## src/hdl/iadc_pkg.sv

```systemverilog
/*
  constants, field layout and state codes of the converter register block.
  assumes a 40 MHz bus clock and a four-byte window decoded outside.
*/
package iadc_pkg;

  localparam int DATA_W    = 8;
  localparam int IO_ADDR_W = 2;
  localparam int DOUT_W    = 4;
  localparam int CHAN_W    = 3;
  localparam int IRQ_LINES = 6;

  // byte locations inside the window
  localparam logic [1:0] LOC_START_ZERO   = 2'h0;
  localparam logic [1:0] LOC_RESULT       = 2'h1;
  localparam logic [1:0] LOC_STATUS       = 2'h2;
  localparam logic [1:0] LOC_STATUS_ALIAS = 2'h3;

  // status and control field positions
  localparam int STAT_BUSY_BIT = 7;
  localparam int STAT_DIN_HI   = 6;
  localparam int STAT_DIN_LO   = 4;
  localparam int STAT_IRQ_BIT  = 3;
  localparam int CTRL_DOUT_HI  = 7;
  localparam int CTRL_DOUT_LO  = 4;
  localparam int CTRL_INTERRUPT_ENABLE_BIT_BIT = 3;
  localparam int CHAN_HI       = 2;
  localparam int CHAN_LO       = 0;

  // reset values
  localparam logic [7:0] ZERO_BYTE    = 8'h00;
  localparam logic [7:0] RESULT_RESET = 8'h00;
  localparam logic [3:0] DOUT_RESET   = 4'h0;
  localparam logic [2:0] CHAN_RESET   = 3'h0;

  // interrupt level jumper: codes 2..7 route, others inactive
  localparam logic [2:0] IRQ_LEVEL_LO = 3'h2;

  // conversion time
  localparam int CLK_FREQ_HZ  = 40_000_000;
  localparam int CONV_TIME_NS = 20_000;
  localparam int CONV_CYCLES  =
    (CONV_TIME_NS * (CLK_FREQ_HZ / 1_000_000) + 999) / 1000;
  localparam int CONV_CNT_W   = 10;
  localparam logic [9:0] CONV_LOAD = 10'(CONV_CYCLES - 1);
  localparam logic [9:0] CONV_ZERO = 10'h000;

  typedef enum logic [2:0] {
    CST_IDLE = 3'b001,
    CST_CONV = 3'b010,
    CST_HELD = 3'b100
  } iadc_conv_state_type;

endpackage

```

## src/hdl/iadc_conv_if.sv

```systemverilog
/*
  start and done handshake between register block and conversion timer.
  assumes both ends share one clock.
*/
`timescale 1ns/1ps

interface iadc_conv_if;
  logic start;
  logic done;
  modport ctrl  (output start, input done);
  modport timer (input start, output done);
endinterface

```

## src/hdl/iadc_conv_timer.sv

```systemverilog
/*
  conversion timer: counts the conversion time after each start pulse.
  assumes start comes only while the timer is idle.
*/
`timescale 1ns/1ps

module iadc_conv_timer
  import iadc_pkg::*;
(
  // clock and reset
  input wire logic clk,
  input wire logic resetn,
  // handshake with register block
  iadc_conv_if.timer conv
);

  typedef struct packed {
    logic                  active;
    logic [CONV_CNT_W-1:0] count;
    logic                  done;
  } iadc_timer_state_type;

  iadc_timer_state_type st_r;
  iadc_timer_state_type st_nxt;

  always_comb begin
    st_nxt      = st_r;
    st_nxt.done = 1'b0;
    if (conv.start) begin
      st_nxt.active = 1'b1;
      st_nxt.count  = CONV_LOAD;
    end else if (st_r.active) begin
      if (st_r.count == CONV_ZERO) begin
        st_nxt.active = 1'b0;
        st_nxt.done   = 1'b1;
      end else begin
        st_nxt.count = st_r.count - 10'h001;
      end
    end
  end

  // state register
  always_ff @(posedge clk or negedge resetn) begin
    if (!resetn) begin
      st_r <= '0;
    end else begin
      st_r <= st_nxt;
    end
  end

  assign conv.done = st_r.done;

endmodule

```

## src/hdl/iadc_top.sv

```systemverilog
/*
  host register block of an 8-bit acquisition card: conversion start,
  result read-back, status, control register and interrupt routing.
  assumes the base address is decoded outside into io_sel, that read
  and write strobes last one clock, and that all inputs are synchronous.
*/
`timescale 1ns/1ps

module iadc_top
  import iadc_pkg::*;
(
  // clock and reset
  input  wire logic                 clk,
  input  wire logic                 resetn,
  // host i/o bus
  input  wire logic                 io_sel,
  input  wire logic [IO_ADDR_W-1:0] io_addr,
  input  wire logic                 io_wr,
  input  wire logic                 io_rd,
  input  wire logic [DATA_W-1:0]    io_wdata,
  output logic      [DATA_W-1:0]    io_rdata,
  output logic                      io_rvalid,
  // converter
  input  wire logic [DATA_W-1:0]    adc_sample,
  output logic                      conv_trigger,
  output logic                      conv_busy,
  // multiplexer channel
  output logic                      channel_select_bit2,
  output logic                      channel_select_bit1,
  output logic                      channel_select_bit0,
  // digital lines
  input  wire logic                 digital_input_3,
  input  wire logic                 digital_input_2,
  input  wire logic                 digital_input_1,
  output logic      [DOUT_W-1:0]    digital_output,
  // interrupt
  input  wire logic                 ext_int_in,
  input  wire logic [2:0]           irq_level_sel,
  output logic      [IRQ_LINES-1:0] irq_line
);

  typedef struct packed {
    iadc_conv_state_type  conv_state;
    logic [DATA_W-1:0]    result;
    logic [DOUT_W-1:0]    dout;
    logic                 int_enable;
    logic [CHAN_W-1:0]    channel;
    logic                 irq_pending;
    logic                 ext_int_prev;
    logic                 trigger;
    logic [DATA_W-1:0]    rdata;
    logic                 rvalid;
    logic [IRQ_LINES-1:0] irq_line;
  } iadc_top_state_type;

  iadc_top_state_type st_r;
  iadc_top_state_type st_nxt;

  iadc_conv_if conv ();

  // bus decode
  logic wr_any;
  logic rd_any;
  logic wr_start;
  logic wr_ctrl;
  logic rd_result;
  logic start_ok;
  logic int_edge;
  logic busy_now;
  logic [DATA_W-1:0] status_byte;

  assign wr_any = io_sel & io_wr;
  assign rd_any = io_sel & io_rd;

  // start on location 0 or 1
  assign wr_start = wr_any &
                    ((io_addr == LOC_START_ZERO) |
                     (io_addr == LOC_RESULT));

  assign wr_ctrl = wr_any & (io_addr == LOC_STATUS);

  assign rd_result = rd_any & (io_addr == LOC_RESULT);

  assign start_ok = wr_start &
                    (st_r.conv_state == CST_IDLE);

  assign conv.start = start_ok;

  assign busy_now = (st_r.conv_state == CST_CONV);

  assign int_edge = ext_int_in & ~st_r.ext_int_prev;

  // status byte assembly
  always_comb begin
    status_byte = ZERO_BYTE;
    status_byte[STAT_BUSY_BIT] = busy_now;
    status_byte[STAT_DIN_HI:STAT_DIN_LO] =
      {digital_input_3, digital_input_2, digital_input_1};
    status_byte[STAT_IRQ_BIT] = st_r.irq_pending;
    status_byte[CHAN_HI:CHAN_LO] = st_r.channel;
  end

  // conversion sequencing
  always_comb begin
    st_nxt         = st_r;
    st_nxt.trigger = 1'b0;
    st_nxt.rvalid  = 1'b0;

    unique case (st_r.conv_state)
      CST_IDLE: begin
        if (start_ok) begin
          st_nxt.conv_state = CST_CONV;
          st_nxt.trigger    = 1'b1;
        end
      end
      CST_CONV: begin
        if (conv.done) begin
          st_nxt.conv_state = CST_HELD;
          st_nxt.result     = adc_sample;
        end
      end
      CST_HELD: begin
        // result read frees the converter
        if (rd_result) begin
          st_nxt.conv_state = CST_IDLE;
        end
      end
    endcase

    if (wr_ctrl) begin
      st_nxt.dout       = io_wdata[CTRL_DOUT_HI:CTRL_DOUT_LO];
      st_nxt.int_enable = io_wdata[CTRL_INTERRUPT_ENABLE_BIT_BIT];
      st_nxt.channel    = io_wdata[CHAN_HI:CHAN_LO];
    end

    // interrupt pin history
    st_nxt.ext_int_prev = ext_int_in;

    st_nxt.irq_pending = (int_edge & st_r.int_enable) |
                         (st_r.irq_pending & ~wr_ctrl);

    for (int i = 0; i < IRQ_LINES; i++) begin
      st_nxt.irq_line[i] = st_nxt.irq_pending &
                           st_nxt.int_enable &
                           (irq_level_sel == 3'(IRQ_LEVEL_LO + 3'(i)));
    end

    // read data, registered one clock after the strobe
    if (rd_any) begin
      st_nxt.rvalid = 1'b1;
      unique case (io_addr)
        LOC_START_ZERO: st_nxt.rdata = ZERO_BYTE;
        LOC_RESULT: st_nxt.rdata = st_r.result;
        LOC_STATUS: st_nxt.rdata = status_byte;
        LOC_STATUS_ALIAS: st_nxt.rdata = status_byte;
      endcase
    end
  end

  // state register
  always_ff @(posedge clk or negedge resetn) begin
    if (!resetn) begin
      st_r            <= '0;
      st_r.conv_state <= CST_IDLE;
      st_r.result     <= RESULT_RESET;
      st_r.dout       <= DOUT_RESET;
      st_r.channel    <= CHAN_RESET;
      st_r.rdata      <= ZERO_BYTE;
    end else begin
      st_r <= st_nxt;
    end
  end

  // conversion timer
  iadc_conv_timer u_timer (
    .clk    (clk),
    .resetn (resetn),
    .conv   (conv.timer)
  );

  // outputs straight from the state register
  assign io_rdata            = st_r.rdata;
  assign io_rvalid           = st_r.rvalid;
  assign conv_trigger        = st_r.trigger;
  assign conv_busy           = st_r.conv_state[1]; // one-hot bit of CST_CONV, no decode
  assign channel_select_bit2 = st_r.channel[2];
  assign channel_select_bit1 = st_r.channel[1];
  assign channel_select_bit0 = st_r.channel[0];
  assign digital_output      = st_r.dout;
  assign irq_line            = st_r.irq_line;

endmodule

```

## config.mk

```make
export PLATFORM = sky130hd
export DESIGN_NAME = iadc_top
export DESIGN_NICKNAME = d
export VERILOG_FILES = /design/src/hdl/iadc_pkg.sv /design/src/hdl/iadc_conv_if.sv /design/src/hdl/iadc_conv_timer.sv /design/src/hdl/iadc_top.sv
export SDC_FILE = /design/constraint.sdc
export NUM_CORES = 1
export LEC_CHECK = 0
export ABC_AREA = 1
export BUFFER_PORTS_ARGS = -buffer_cell sky130_fd_sc_hd__buf_2
export CAP_MARGIN = 20
export CORE_AREA = 2 2 49 96
export CTS_CLUSTER_SIZE = 20
export DETAILED_ROUTE_END_ITERATION = 6
export DIE_AREA = 0 0 51 98
export PLACE_DENSITY_LB_ADDON = 0.1
export SKIP_LAST_GASP = 1
export SYNTH_ARGS = -nofsm -noshare
export SYNTH_HDL_FRONTEND = slang
export SYNTH_SLANG_ARGS = --single-unit
```

## constraint.sdc

```tcl
create_clock -name clk -period 3.4 [get_ports clk]
set_input_delay 0.51 -clock clk [delete_from_list [all_inputs] [get_ports clk]]
set_output_delay 0.51 -clock clk [all_outputs]
set_load 0.02 [all_outputs]
```

==> run metrics, run 1 <==
cell count after synthesis 256; wire per inst ~13 um; Synth Cell Area 0.00239 mm2; total power roughly 1.5 mW; Worst Tran Pin Value ~0.54 ns; site row count 34; setup slack, reg-to-reg ~1.8 ns; Post-Place Cell Area 0.00255 mm2; vias in the first global route 1776; Peak Freq between 0.6 and 0.7 GHz; CTS resizes 0; Hold Path Class input port to asynchronous set/reset pin; first-pass GRT wire length a little under 8 mm; Vias per Instance roughly 5; Hold-fix buffers, CTS 0; Clk pwr share 0.215; Starting DRT DRC Count 31; setup violators final 0; max cap viols 0; Layout area overhead 10.7%; fill count approximately 400; Die Width 51 um; Via Count 1742; Seq/Total Area, Yosys 0.514; Comb pwr share 0.280; Crit Path Category flop to flop; Reg area between 0.001 and 0.0015 mm2; H-tree Lvls 2; synthesized flop and latch total between 40 and 50; core area around 0.0043 mm2; initial antenna violation count 0; worst IR drop on VDD 0.437 mV; sw frac 0.341; Fin Setup TNS 0 ns; commonest non-fill, non-tap cells in the layout buf_2 (53), nand2_1 (52), dfrtp_1 (48); Inserted Diodes 0; Global Route Usage Sum 0.213; worst relative slew slack 0.639; Final Skew 0.00825 ns; drt first pass iters 4; initial core utilization 0.555; outcome complete, no violations; share of cells above drive strength 1 0.329; Post-Route WL 4.59 mm; gpl congestion 0.839; worst skew pair latency approximately 0.30 ns; Netlist cell types 30; Die Span Y 98 um; Worst setup SP type flop; largest net degree at the start of global routing 50; Seq pwr share 0.506; Clock Tree Buf Depth 2; critical path peak fanout 13; Async S/R FF share, synth 1.00; IO Port Bufs 53; Design Area, Final roughly 0.0026 mm2; post-CTS setup repair buffer count 0; Hold Slack 0.107 ns; leakage power 1.41 nW; worst path required time 3.64 ns; Post-synth EDFFs 0; final slew viol count 0; final worst path period share 0.466; sw power 501 uW; Multi-input gate area 867 um2; Post-Syn Nets approximately 290; commonest non-fill, non-tap cell in the layout buf_2; CTS sink cnt 49; Clk pin slew, worst setup/hold paths 0.08 ns; CTS tree yes; PD cells 556 mW/mm2; Min Clock Period, post-route about 1.6 ns; final antenna-violating net count 0; Detailed Place HPWL 3.49 mm; io pins 54; P_int 968 uW; TritonCTS buffer count 5; fin nets 327; Remaining DRCs 0; RSZ-0062 raised after global routing no; Synth Flop Type dfrtp_1; die area approximately 0.0050 mm2; crit path DAT 1.82 ns; syn avg cell area 9.32 um2; Root Buffer clkbuf_8; global route overflow 0; Ys Warns 0; Setup crit end kind flop; final hold violations 0
logic make-up after synthesis:
family	share of synthesized area
simple gates	0.232
buf+inv	0.122
flops	0.514
compound gates	0.0619
mux	0.0566
xor+xnor	0.00734
fa+ha+maj	0.00524
state kept, by name (all words and copies together), names as in the netlist:
| signal | flops |
|---|---|
| st_r | 13 |
| u_timer.st_r | 11 |
| io_rdata | 8 |
| irq_line | 6 |
| digital_output | 4 |
| channel_select_bit0 | 1 |
| channel_select_bit1 | 1 |
| channel_select_bit2 | 1 |
| conv_busy | 1 |
| conv_trigger | 1 |
| io_rvalid | 1 |
| u_timer.conv.done | 1 |
power by group through the flow:
| stage | Clock, mW | Sequential, mW | Combinational (mW) |
|---|---|---|---|
| final | 0.315 | 0.743 | 0.411 |
| after global routing | 0.346 | 0.753 | 0.478 |
| after CTS | 0.325 | 0.743 | 0.416 |
| after detailed placement | 0 | 0.753 | 0.416 |
| after global placement | 0 | 0.752 | 0.403 |
| after floorplan | 0 | 0.749 | 0.334 |
critical path: stages (launching register included):
cell and delay [ns]:
dfrtp_1 0.38, inv_1 0.09, ha_1 0.25, nand2_2 0.12
nor2_4 0.14, nand2_1 0.10, nand2_4 0.10, nand2_4 0.14
inv_1 0.11, nand2_1 0.05, nand2_1 0.06
cell usage after synthesis, types with 2 or more instances:
| master | n | area share |
|---|---|---|
| o21ai_2 | 6 | 0.022 |
| nor2_2 | 2 | 0.0052 |
| nor2_1 | 22 | 0.035 |
| nand2_2 | 7 | 0.018 |
| mux2_2 | 8 | 0.038 |
| nor3_4 | 2 | 0.014 |
| o21ai_0 | 5 | 0.010 |
| nand3_1 | 26 | 0.055 |
| a21oi_1 | 3 | 0.0063 |
| mux2_1 | 4 | 0.019 |
| buf_4 | 18 | 0.057 |
| o211ai_1 | 5 | 0.016 |
| nand2_4 | 2 | 0.0094 |
| dfrtp_1 | 48 | 0.50 |
| o21ai_1 | 2 | 0.0042 |
| nand2_1 | 52 | 0.082 |
| inv_2 | 7 | 0.011 |
| inv_1 | 25 | 0.039 |
final cells by class:
type / instances / area share
Clock buffer: 5 / 0.0261
Clock inverter: 1 / 0.00189
Inverter: 32 / 0.0455
Multi-Input combinational cell: 154 / 0.328
Sequential cell: 49 / 0.465
Tap cell: 54 / 0.0256
Timing Repair Buffer: 54 / 0.108
stage by stage:
stage | cells | setup slack [ns] | util
finish | 349 | 1.82 | 0.615
CTS | 348 | 1.81 | 0.610
global route | 349 | 1.65 | 0.615
detailed placement | 342 | 1.51 | 0.593
floorplan | 256 | 1.95 | -
global placement | 342 | 1.57 | 0.593
path summary, 6_finish.rpt:
kind                            startpoint  cells after the start               to
min in group clk                ext_int_in                      1         st_r[16]
max                        u_timer.st_r[2]                     10  u_timer.st_r[3]
max in group asynchronous           resetn                      2      irq_line[2]
min reg2reg                       st_r[30]                      2      io_rdata[4]
max reg2reg                u_timer.st_r[2]                     10  u_timer.st_r[3]
min                                 resetn                      1  u_timer.st_r[7]
metal layers:
layer | up-vias | track usage | part of all wire
met5 | - | 0 | 0
met4 | 0 | 0.108 | 0.028
met3 | 9 | 0.0413 | 0.042
met2 | 43 | 0.396 | 0.57
met1 | 816 | 0.211 | 0.36
li1 | 874 | - | -
(Power assumes the default switching activity.)
==> run 2, diff against run 1 <==
--- a/config.mk
+++ b/config.mk
@@ -5,13 +5,13 @@
 export SDC_FILE = /design/constraint.sdc
 export NUM_CORES = 1
 export LEC_CHECK = 0
-export ABC_AREA = 1
+export ABC_AREA = 0
 export BUFFER_PORTS_ARGS = -buffer_cell sky130_fd_sc_hd__buf_2
 export CAP_MARGIN = 20
-export CORE_AREA = 2 2 49 96
+export CORE_AREA = 2 2 52 103
 export CTS_CLUSTER_SIZE = 20
 export DETAILED_ROUTE_END_ITERATION = 6
-export DIE_AREA = 0 0 51 98
+export DIE_AREA = 0 0 54 105
 export PLACE_DENSITY_LB_ADDON = 0.1
 export SKIP_LAST_GASP = 1
 export SYNTH_ARGS = -nofsm -noshare
==> constraint.sdc (replaced) <==
create_clock -name clk -period 1.4 [get_ports clk]
set_input_delay 0.21 -clock clk [delete_from_list [all_inputs] [get_ports clk]]
set_output_delay 0.21 -clock clk [all_outputs]
set_load 0.02 [all_outputs]
==> run 2 against run 1 <==
  * The flow now finishes with violations (setup timing)
  * Flip-flop and latch count unchanged
  * Critical path depth decreased by 5
  * Non-clock buffer count grew 34
  * Sequential share of layout area fell by 4.8 points
  * Setup slack got worse by 1.9 ns
  * Area after synthesis fell by 6.9%
  * Utilization down 0.70 points
  * Combinational power up 130%
  * Critical path type unchanged
  * Die area up 13%
  * Register-to-register slack lost 1.9 ns
  * Global-route usage shrank 2.9 points
  * Cell area is 12% higher
==> run metrics, run 2 <==
worst relative slew slack 0.776 (was 0.639); drt first pass iters 5 (was 4); Die Span Y 105 um (was 98 um); Die Width 54 um (was 51 um); Root Buffer clkbuf_8 (unchanged); Design Area, Final 0.00296 mm2 (was 0.00264 mm2); Post-synth EDFFs 0 (unchanged); Worst Tran Pin Value 0.335 ns (was 0.540 ns); H-tree Lvls 2 (unchanged); Post-Synth Adder-Cell Area 0.00563 (was 0.00524); RR Startpoint u_timer.st_r[1] (was u_timer.st_r[2]); worst skew pair latency 0.30 ns (about the same); critical path peak fanout 6 (was 13); Seq/Total Area, Yosys 0.552 (was 0.514); Post-Syn Nets 229 (was 287); Vias per Instance 5.15 (was 4.99); largest net degree at the start of global routing 40 (was 50); worst path required time 1.63 ns (was 3.64 ns); outcome finished, violations left (was complete, no violations); Post-Route WL 4.96 mm (was 4.59 mm); sw power 1.12 mW (was 501 uW); post-synth top area share 0.541 (was 0.503); wire per inst 15.2 um (was 13.2 um); Synth top cells by count dfrtp_1 (48), nand2_1 (22), buf_4 (18), mux2_2 (16), o21ai_0 (10) (was nand2_1 (52), dfrtp_1 (48), nand3_1 (26), inv_1 (25), nor2_1 (22)); Largest Register st_r (unchanged); top area cells in the synthesized netlist dfrtp_1 (54%), mux2_2 (8.1%), buf_4 (6.1%) (was dfrtp_1 (50%), nand2_1 (8.2%), buf_4 (5.7%)); setup violators final 9 (was 0); core area 0.00486 mm2 (was 0.00430 mm2); Inserted Diodes 0 (unchanged); final worst path period share 1.08 (was 0.466); Crit Path Category flop to flop (unchanged); total power 3.60 mW (was 1.47 mW); final slew viol count 0 (unchanged); PD cells 1220 mW/mm2 (was 556 mW/mm2); Peak Freq 0.663 GHz (was 0.632 GHz); first-pass GRT wire length 7.70 mm (was 7.91 mm); Synth Cell Area 0.00222 mm2 (was 0.00239 mm2); die area 0.00567 mm2 (was 0.00500 mm2); Fin Setup TNS -0.513 ns (was 0 ns); final hold violations 0 (unchanged); io pins 54 (unchanged); XOR/XNOR Fraction of Synth Area 0.00788 (was 0.00734); final antenna-violating net count 0 (unchanged); Synth area leader dfrtp_1 (unchanged); Clk pwr share 0.243 (was 0.215); Detailed Place HPWL 3.56 mm (was 3.49 mm); CTS tree yes (unchanged); setup ws final -0.108 ns (was 1.82 ns); Setup crit start u_timer.st_r[1] (was u_timer.st_r[2]); Clock Tree Buf Depth 2 (unchanged); Clk pin slew, worst setup/hold paths 0.09 ns (was 0.08 ns); max reg flops 13 (unchanged); sw frac 0.311 (was 0.341); commonest non-fill, non-tap cell in the layout buf_2 (unchanged); commonest non-fill, non-tap cells in the layout buf_2 (53), dfrtp_1 (45), buf_4 (27) (was buf_2 (53), nand2_1 (52), dfrtp_1 (48)); Seq pwr share 0.493 (was 0.506); synthesized flop and latch total 49 (unchanged); Async S/R FF share, synth 1.00 (unchanged); initial core utilization 0.457 (was 0.555); Netlist cell types 44 (was 30); Layout area overhead 33.1% (was 10.7%); P_int 2.48 mW (was 968 uW); site row count 36 (was 34); pre-CTS setup slack -0.189 ns (was 1.51 ns); Min Clock Period, post-route 1.51 ns (was 1.58 ns); largest family of logic cells by synthesized area simple AND/OR/NAND/NOR gates (unchanged); CTS sink cnt 49 (unchanged); failing checks setup timing; Starting DRT DRC Count 28 (was 31); Comb pwr share 0.264 (was 0.280); Worst setup SP type flop (unchanged); Finished Core Util 0.608 (was 0.615); fin nets 300 (was 327); crit path DAT 1.74 ns (was 1.82 ns); Synth Flop Type dfrtp_1 (unchanged); Hold Path Class input port to flop (was input port to asynchronous set/reset pin); initial antenna violation count 0 (unchanged); Global Route Usage Sum 0.184 (was 0.213); TritonCTS buffer count 5 (unchanged); most frequent cell after synthesis dfrtp_1 (was nand2_1); worst IR drop on VDD 1.29 mV (was 0.437 mV); min-delay src ext_int_in; area fraction in compound gates after synthesis 0.0997 (was 0.0619); leakage power 1.42 nW (was 1.41 nW); Via Count 1683 (was 1742); Synth Area in Simple Gates 0.163 (was 0.232); Remaining DRCs 0 (unchanged); max cap viols 0 (unchanged); mux contribution to synthesized area 0.0901 (was 0.0566); vias in the first global route 1679 (was 1776); global route overflow 0 (unchanged); Ys Warns 0 (unchanged); gpl congestion 0.735 (was 0.839); cell count after synthesis 198 (was 256); Setup crit end kind flop (unchanged); syn avg cell area 11.2 um2 (was 9.32 um2); share of cells above drive strength 1 0.507 (was 0.329); Post-Place Cell Area 0.00265 mm2 (was 0.00255 mm2); Final Skew 0.00526 ns (was 0.00825 ns); IO Port Bufs 53 (unchanged); RSZ-0062 raised after global routing yes (was no)
## run 2: cell types whose count changed after synthesis, sizes merged, moves of 3 or more
cell | previous run | this run
a21oi | 3 | 9
a22oi | 0 | 6
clkbuf | 0 | 4
inv | 32 | 5
mux2 | 12 | 16
nand2 | 61 | 22
nand3 | 27 | 1
nand3b | 1 | 4
nand4 | 0 | 3
nor2 | 25 | 8
nor2b | 0 | 4
nor3 | 2 | 6
o211ai | 5 | 2
## run 2: logic make-up (layout without fill, tap and decap cells)
kind of cell             after synthesis  after routing
adder cells (fa/ha/maj)                1              1
AO/OA/AOI/OAI                         35             35
XOR/XNOR                               2              2
multiplexers                          18             18
AND/OR/NAND/NOR                       64             64
buffers and inverters                 29            101
flip-flops                            49             49
## run 2: worst max-delay path, stage by stage (launching register included)
cell and delay (ns):
dfrtp_1 0.35, inv_1 0.07, ha_4 0.18, a41o_1 0.22
or4_4 0.49, a21oi_2 0.13
## run 2: what timing repair did
action	in CTS	in global routing
endpoints found under the setup margin	18	19
hold buffers	1	0
resized for setup	10	25
setup buffers	0	5
hold endpoints to repair	10	0
pin swaps	2	8
## run 2: per-stage QoR
stage | hold slack (ns) | instances
CTS | 0.0179 | 323
global placement | 0.101 | 314
detailed placement | 0.103 | 314
finish | 0.0218 | 327
global route | 0.0170 | 327
floorplan | -0.0856 | 198
## run 2: worst paths after layout
path,slack [ns],depth (start not counted),endpoint
min in group asynchronous,0.32,2,io_rdata[6]
max reg2reg,-0.11,5,u_timer.st_r[8]
min reg2reg,0.47,1,st_r[34]
max,-0.11,5,u_timer.st_r[8]
min,0.02,1,st_r[16]
max in group asynchronous,0.53,3,st_r[34]
## run 2: power groups by stage
| stage | Sequential (mW) | Combinational, mW | Clock [mW] |
|---|---|---|---|
| after detailed placement | 1.77 | 0.817 | 0 |
| final | 1.78 | 0.951 | 0.875 |
| after global placement | 1.77 | 0.804 | 0 |
| after CTS | 1.76 | 0.845 | 0.894 |
| after global routing | 1.80 | 1.04 | 0.948 |
| after floorplan | 1.78 | 0.487 | 0 |
## run 2: per-layer routing
metal	share of wire	vias up	routed length, um	GRT usage
met5	0	-	0	0
met4	0.014	0	70	0.0589
met3	0.049	5	242	0.0329
met2	0.56	46	2770	0.328
met1	0.38	817	1880	0.210
li1	-	815	-	-
## run 2: layout make-up
class / count / area [um2]
inverters: 5 / 21.3
fillers: 439 / 1910
multi-input cells: 120 / 971
flip-flops and latches: 49 / 1230
well taps: 57 / 71.3
clock inverters: 2 / 13.8
repair buffers: 88 / 566
clock buffers: 6 / 82.6
==> run 3, diff against run 2 <==
--- a/config.mk
+++ b/config.mk
@@ -8,10 +8,10 @@
 export ABC_AREA = 0
 export BUFFER_PORTS_ARGS = -buffer_cell sky130_fd_sc_hd__buf_2
 export CAP_MARGIN = 20
-export CORE_AREA = 2 2 52 103
+export CORE_AREA = 2 2 53 105
 export CTS_CLUSTER_SIZE = 20
 export DETAILED_ROUTE_END_ITERATION = 6
-export DIE_AREA = 0 0 54 105
+export DIE_AREA = 0 0 55 107
 export PLACE_DENSITY_LB_ADDON = 0.1
 export SKIP_LAST_GASP = 1
 export SYNTH_ARGS = -nofsm -noshare
==> run 3 against run 2 <==
  * The run still ends with setup timing left
  * Setup slack improved by 0.034 ns
  * Via count increased by 0.48%
  * Routed wire length down 1.1%
  * Utilization decreased by 3.3 points
  * Largest cell class unchanged
  * Cell area shrank 0.97%
  * Clock power is 9.1% lower
  * Critical path type unchanged
  * Hold slack better by 0.0020 ns
  * Clock skew up 0.0023 ns
==> run metrics, run 3 (same netlist as run 2, synthesis figures left out) <==
TritonCTS buffer count 5 (unchanged); first-pass GRT wire length 7.76 mm (was 7.70 mm); Hold Path Class input port to flop (unchanged); vias in the first global route 1738 (was 1679); GR Util met3 0.0418 (was 0.0329); die area 0.00589 mm2 (was 0.00567 mm2); max reg flops 13 (unchanged); setup ws final -0.0741 ns (was -0.108 ns); Die Width 55 um (was 54 um); Detailed Place HPWL 3.59 mm (was 3.56 mm); Root Buffer clkbuf_8 (unchanged); worst reg2reg path depth 4 (was 5); Final Skew 0.00756 ns (was 0.00526 ns); fin nets 302 (was 300); Layout area overhead 31.8% (was 33.1%); share of cells above drive strength 1 0.504 (was 0.507); worst IR drop on VDD 1.10 mV (was 1.29 mV); Die Span Y 107 um (was 105 um); Crit Path Category flop to flop (unchanged); Setup crit end kind flop (unchanged); Design Area, Final 0.00293 mm2 (was 0.00296 mm2); Multi-input gate area 953 um2 (was 971 um2); final slew viol count 0 (unchanged); Placed Cells 316 (was 314); io pins 54 (unchanged); Post-Place Cell Area 0.00264 mm2 (was 0.00265 mm2); drt first pass iters 4 (was 5); worst relative slew slack 0.774 (was 0.776); site row count 37 (was 36); Clk pin slew, worst setup/hold paths 0.09 ns (about the same); final worst path period share 1.05 (was 1.08); Remaining DRCs 0 (unchanged); fill count 468 (was 439); Via Count 1691 (was 1683); Finished Core Util 0.575 (was 0.608); Peak Freq 0.678 GHz (was 0.663 GHz); outcome finished, violations left (unchanged); setup violators final 11 (was 9); wire per inst 14.9 um (was 15.2 um); Global Route Usage Sum 0.181 (was 0.184); IO Port Bufs 53 (unchanged); H-tree Lvls 2 (unchanged); initial core utilization 0.436 (was 0.457); Hold Path Depth 1 (unchanged); met1 Use GR 0.194 (was 0.210); Post-Route WL 4.91 mm (was 4.96 mm); initial antenna violation count 0 (unchanged); Min Clock Period, post-route 1.47 ns (was 1.51 ns); Worst Tran Pin Value 0.338 ns (was 0.335 ns); CTS sink cnt 49 (unchanged); core area 0.00509 mm2 (was 0.00486 mm2); largest net degree at the start of global routing 27 (was 40); worst skew pair latency 0.30 ns (about the same); commonest non-fill, non-tap cells in the layout buf_2 (53), dfrtp_1 (45), buf_4 (31) (was buf_2 (53), dfrtp_1 (45), buf_4 (27)); worst path required time 1.63 ns (about the same); Inserted Diodes 0 (unchanged); commonest non-fill, non-tap cell in the layout buf_2 (unchanged); CTS tree yes (unchanged); gpl congestion 0.817 (was 0.735); critical path peak fanout 5 (was 6); crit path DAT 1.71 ns (was 1.74 ns); Post-Layout Cell Count 330 (was 327); global route overflow 0 (unchanged); met2 Use GR 0.317 (was 0.328); Fin Setup TNS -0.340 ns (was -0.513 ns); Starting DRT DRC Count 22 (was 28); Most Used Layer, Global Route met2 (unchanged); Clock Tree Buf Depth 2 (unchanged); final hold violations 0 (unchanged); final antenna-violating net count 0 (unchanged); PD cells 1190 mW/mm2 (was 1220 mW/mm2); failing checks setup timing (unchanged); Worst setup SP type flop (unchanged); Reg area 0.00123 mm2 (unchanged); RSZ-0062 raised after global routing yes (unchanged); Vias per Instance 5.12 (was 5.15); max cap viols 0 (unchanged); leakage power 1.40 nW (was 1.42 nW); Largest Register st_r (unchanged)
## run 3: area by class of cell
type                    count  area share
clock buffers               6      0.0248
clock inverters             2     0.00342
inverters                   5     0.00812
multi-input cells         120       0.326
flip-flops and latches     49       0.421
well taps                  58      0.0248
repair buffers             90       0.193
## run 3: routing by layer
metal / vias to the layer above / routed length (um)
li1: 819 / -
met1: 823 / 1800
met2: 44 / 2780
met3: 5 / 246
met4: 0 / 85
met5: - / 0
## run 3: worst max-delay path, stage by stage, from the launching register on
cell	delay (ns)
dfrtp_1	0.42
nor3_4	0.33
nand2_2	0.12
or4_4	0.42
a21oi_2	0.11
## run 3: per-stage QoR
step	hold WS, ns	total power [mW]	setup slack, ns
after global routing	0.0191	3.71	-0.129
after global placement	0.224	2.57	-0.0780
after detailed placement	0.227	2.59	-0.0840
after floorplan	-0.0856	2.27	-0.198
final	0.0238	3.49	-0.0741
after CTS	0.0130	3.45	-0.0829
## run 3: worst paths after layout
path / start / end / slack, ns
hold / removal: ext_int_in / st_r[16] / 0.02
min in group asynchronous: resetn / st_r[36] / 0.44
setup / recovery: u_timer.st_r[5] / u_timer.st_r[8] / -0.07
max in group asynchronous: resetn / st_r[34] / 0.66
hold reg to reg: io_rdata[5] / io_rdata[5] / 0.48
setup reg to reg: u_timer.st_r[5] / u_timer.st_r[8] / -0.07
## run 3: power by group
group | internal [mW] | switching, mW | leakage [nW]
Sequential | 1.60 | 0.148 | 0.606
Clock | 0.347 | 0.449 | 0.0450
Combinational | 0.473 | 0.475 | 0.748
## run 3: what timing repair did
action                                 CTS  global route
hold buffers                             1             0
buffers inserted                         4             4
endpoints found under the hold margin   48             0
setup endpoints to repair               13            21
pin swaps                                2             9
gates resized for setup                  8            25
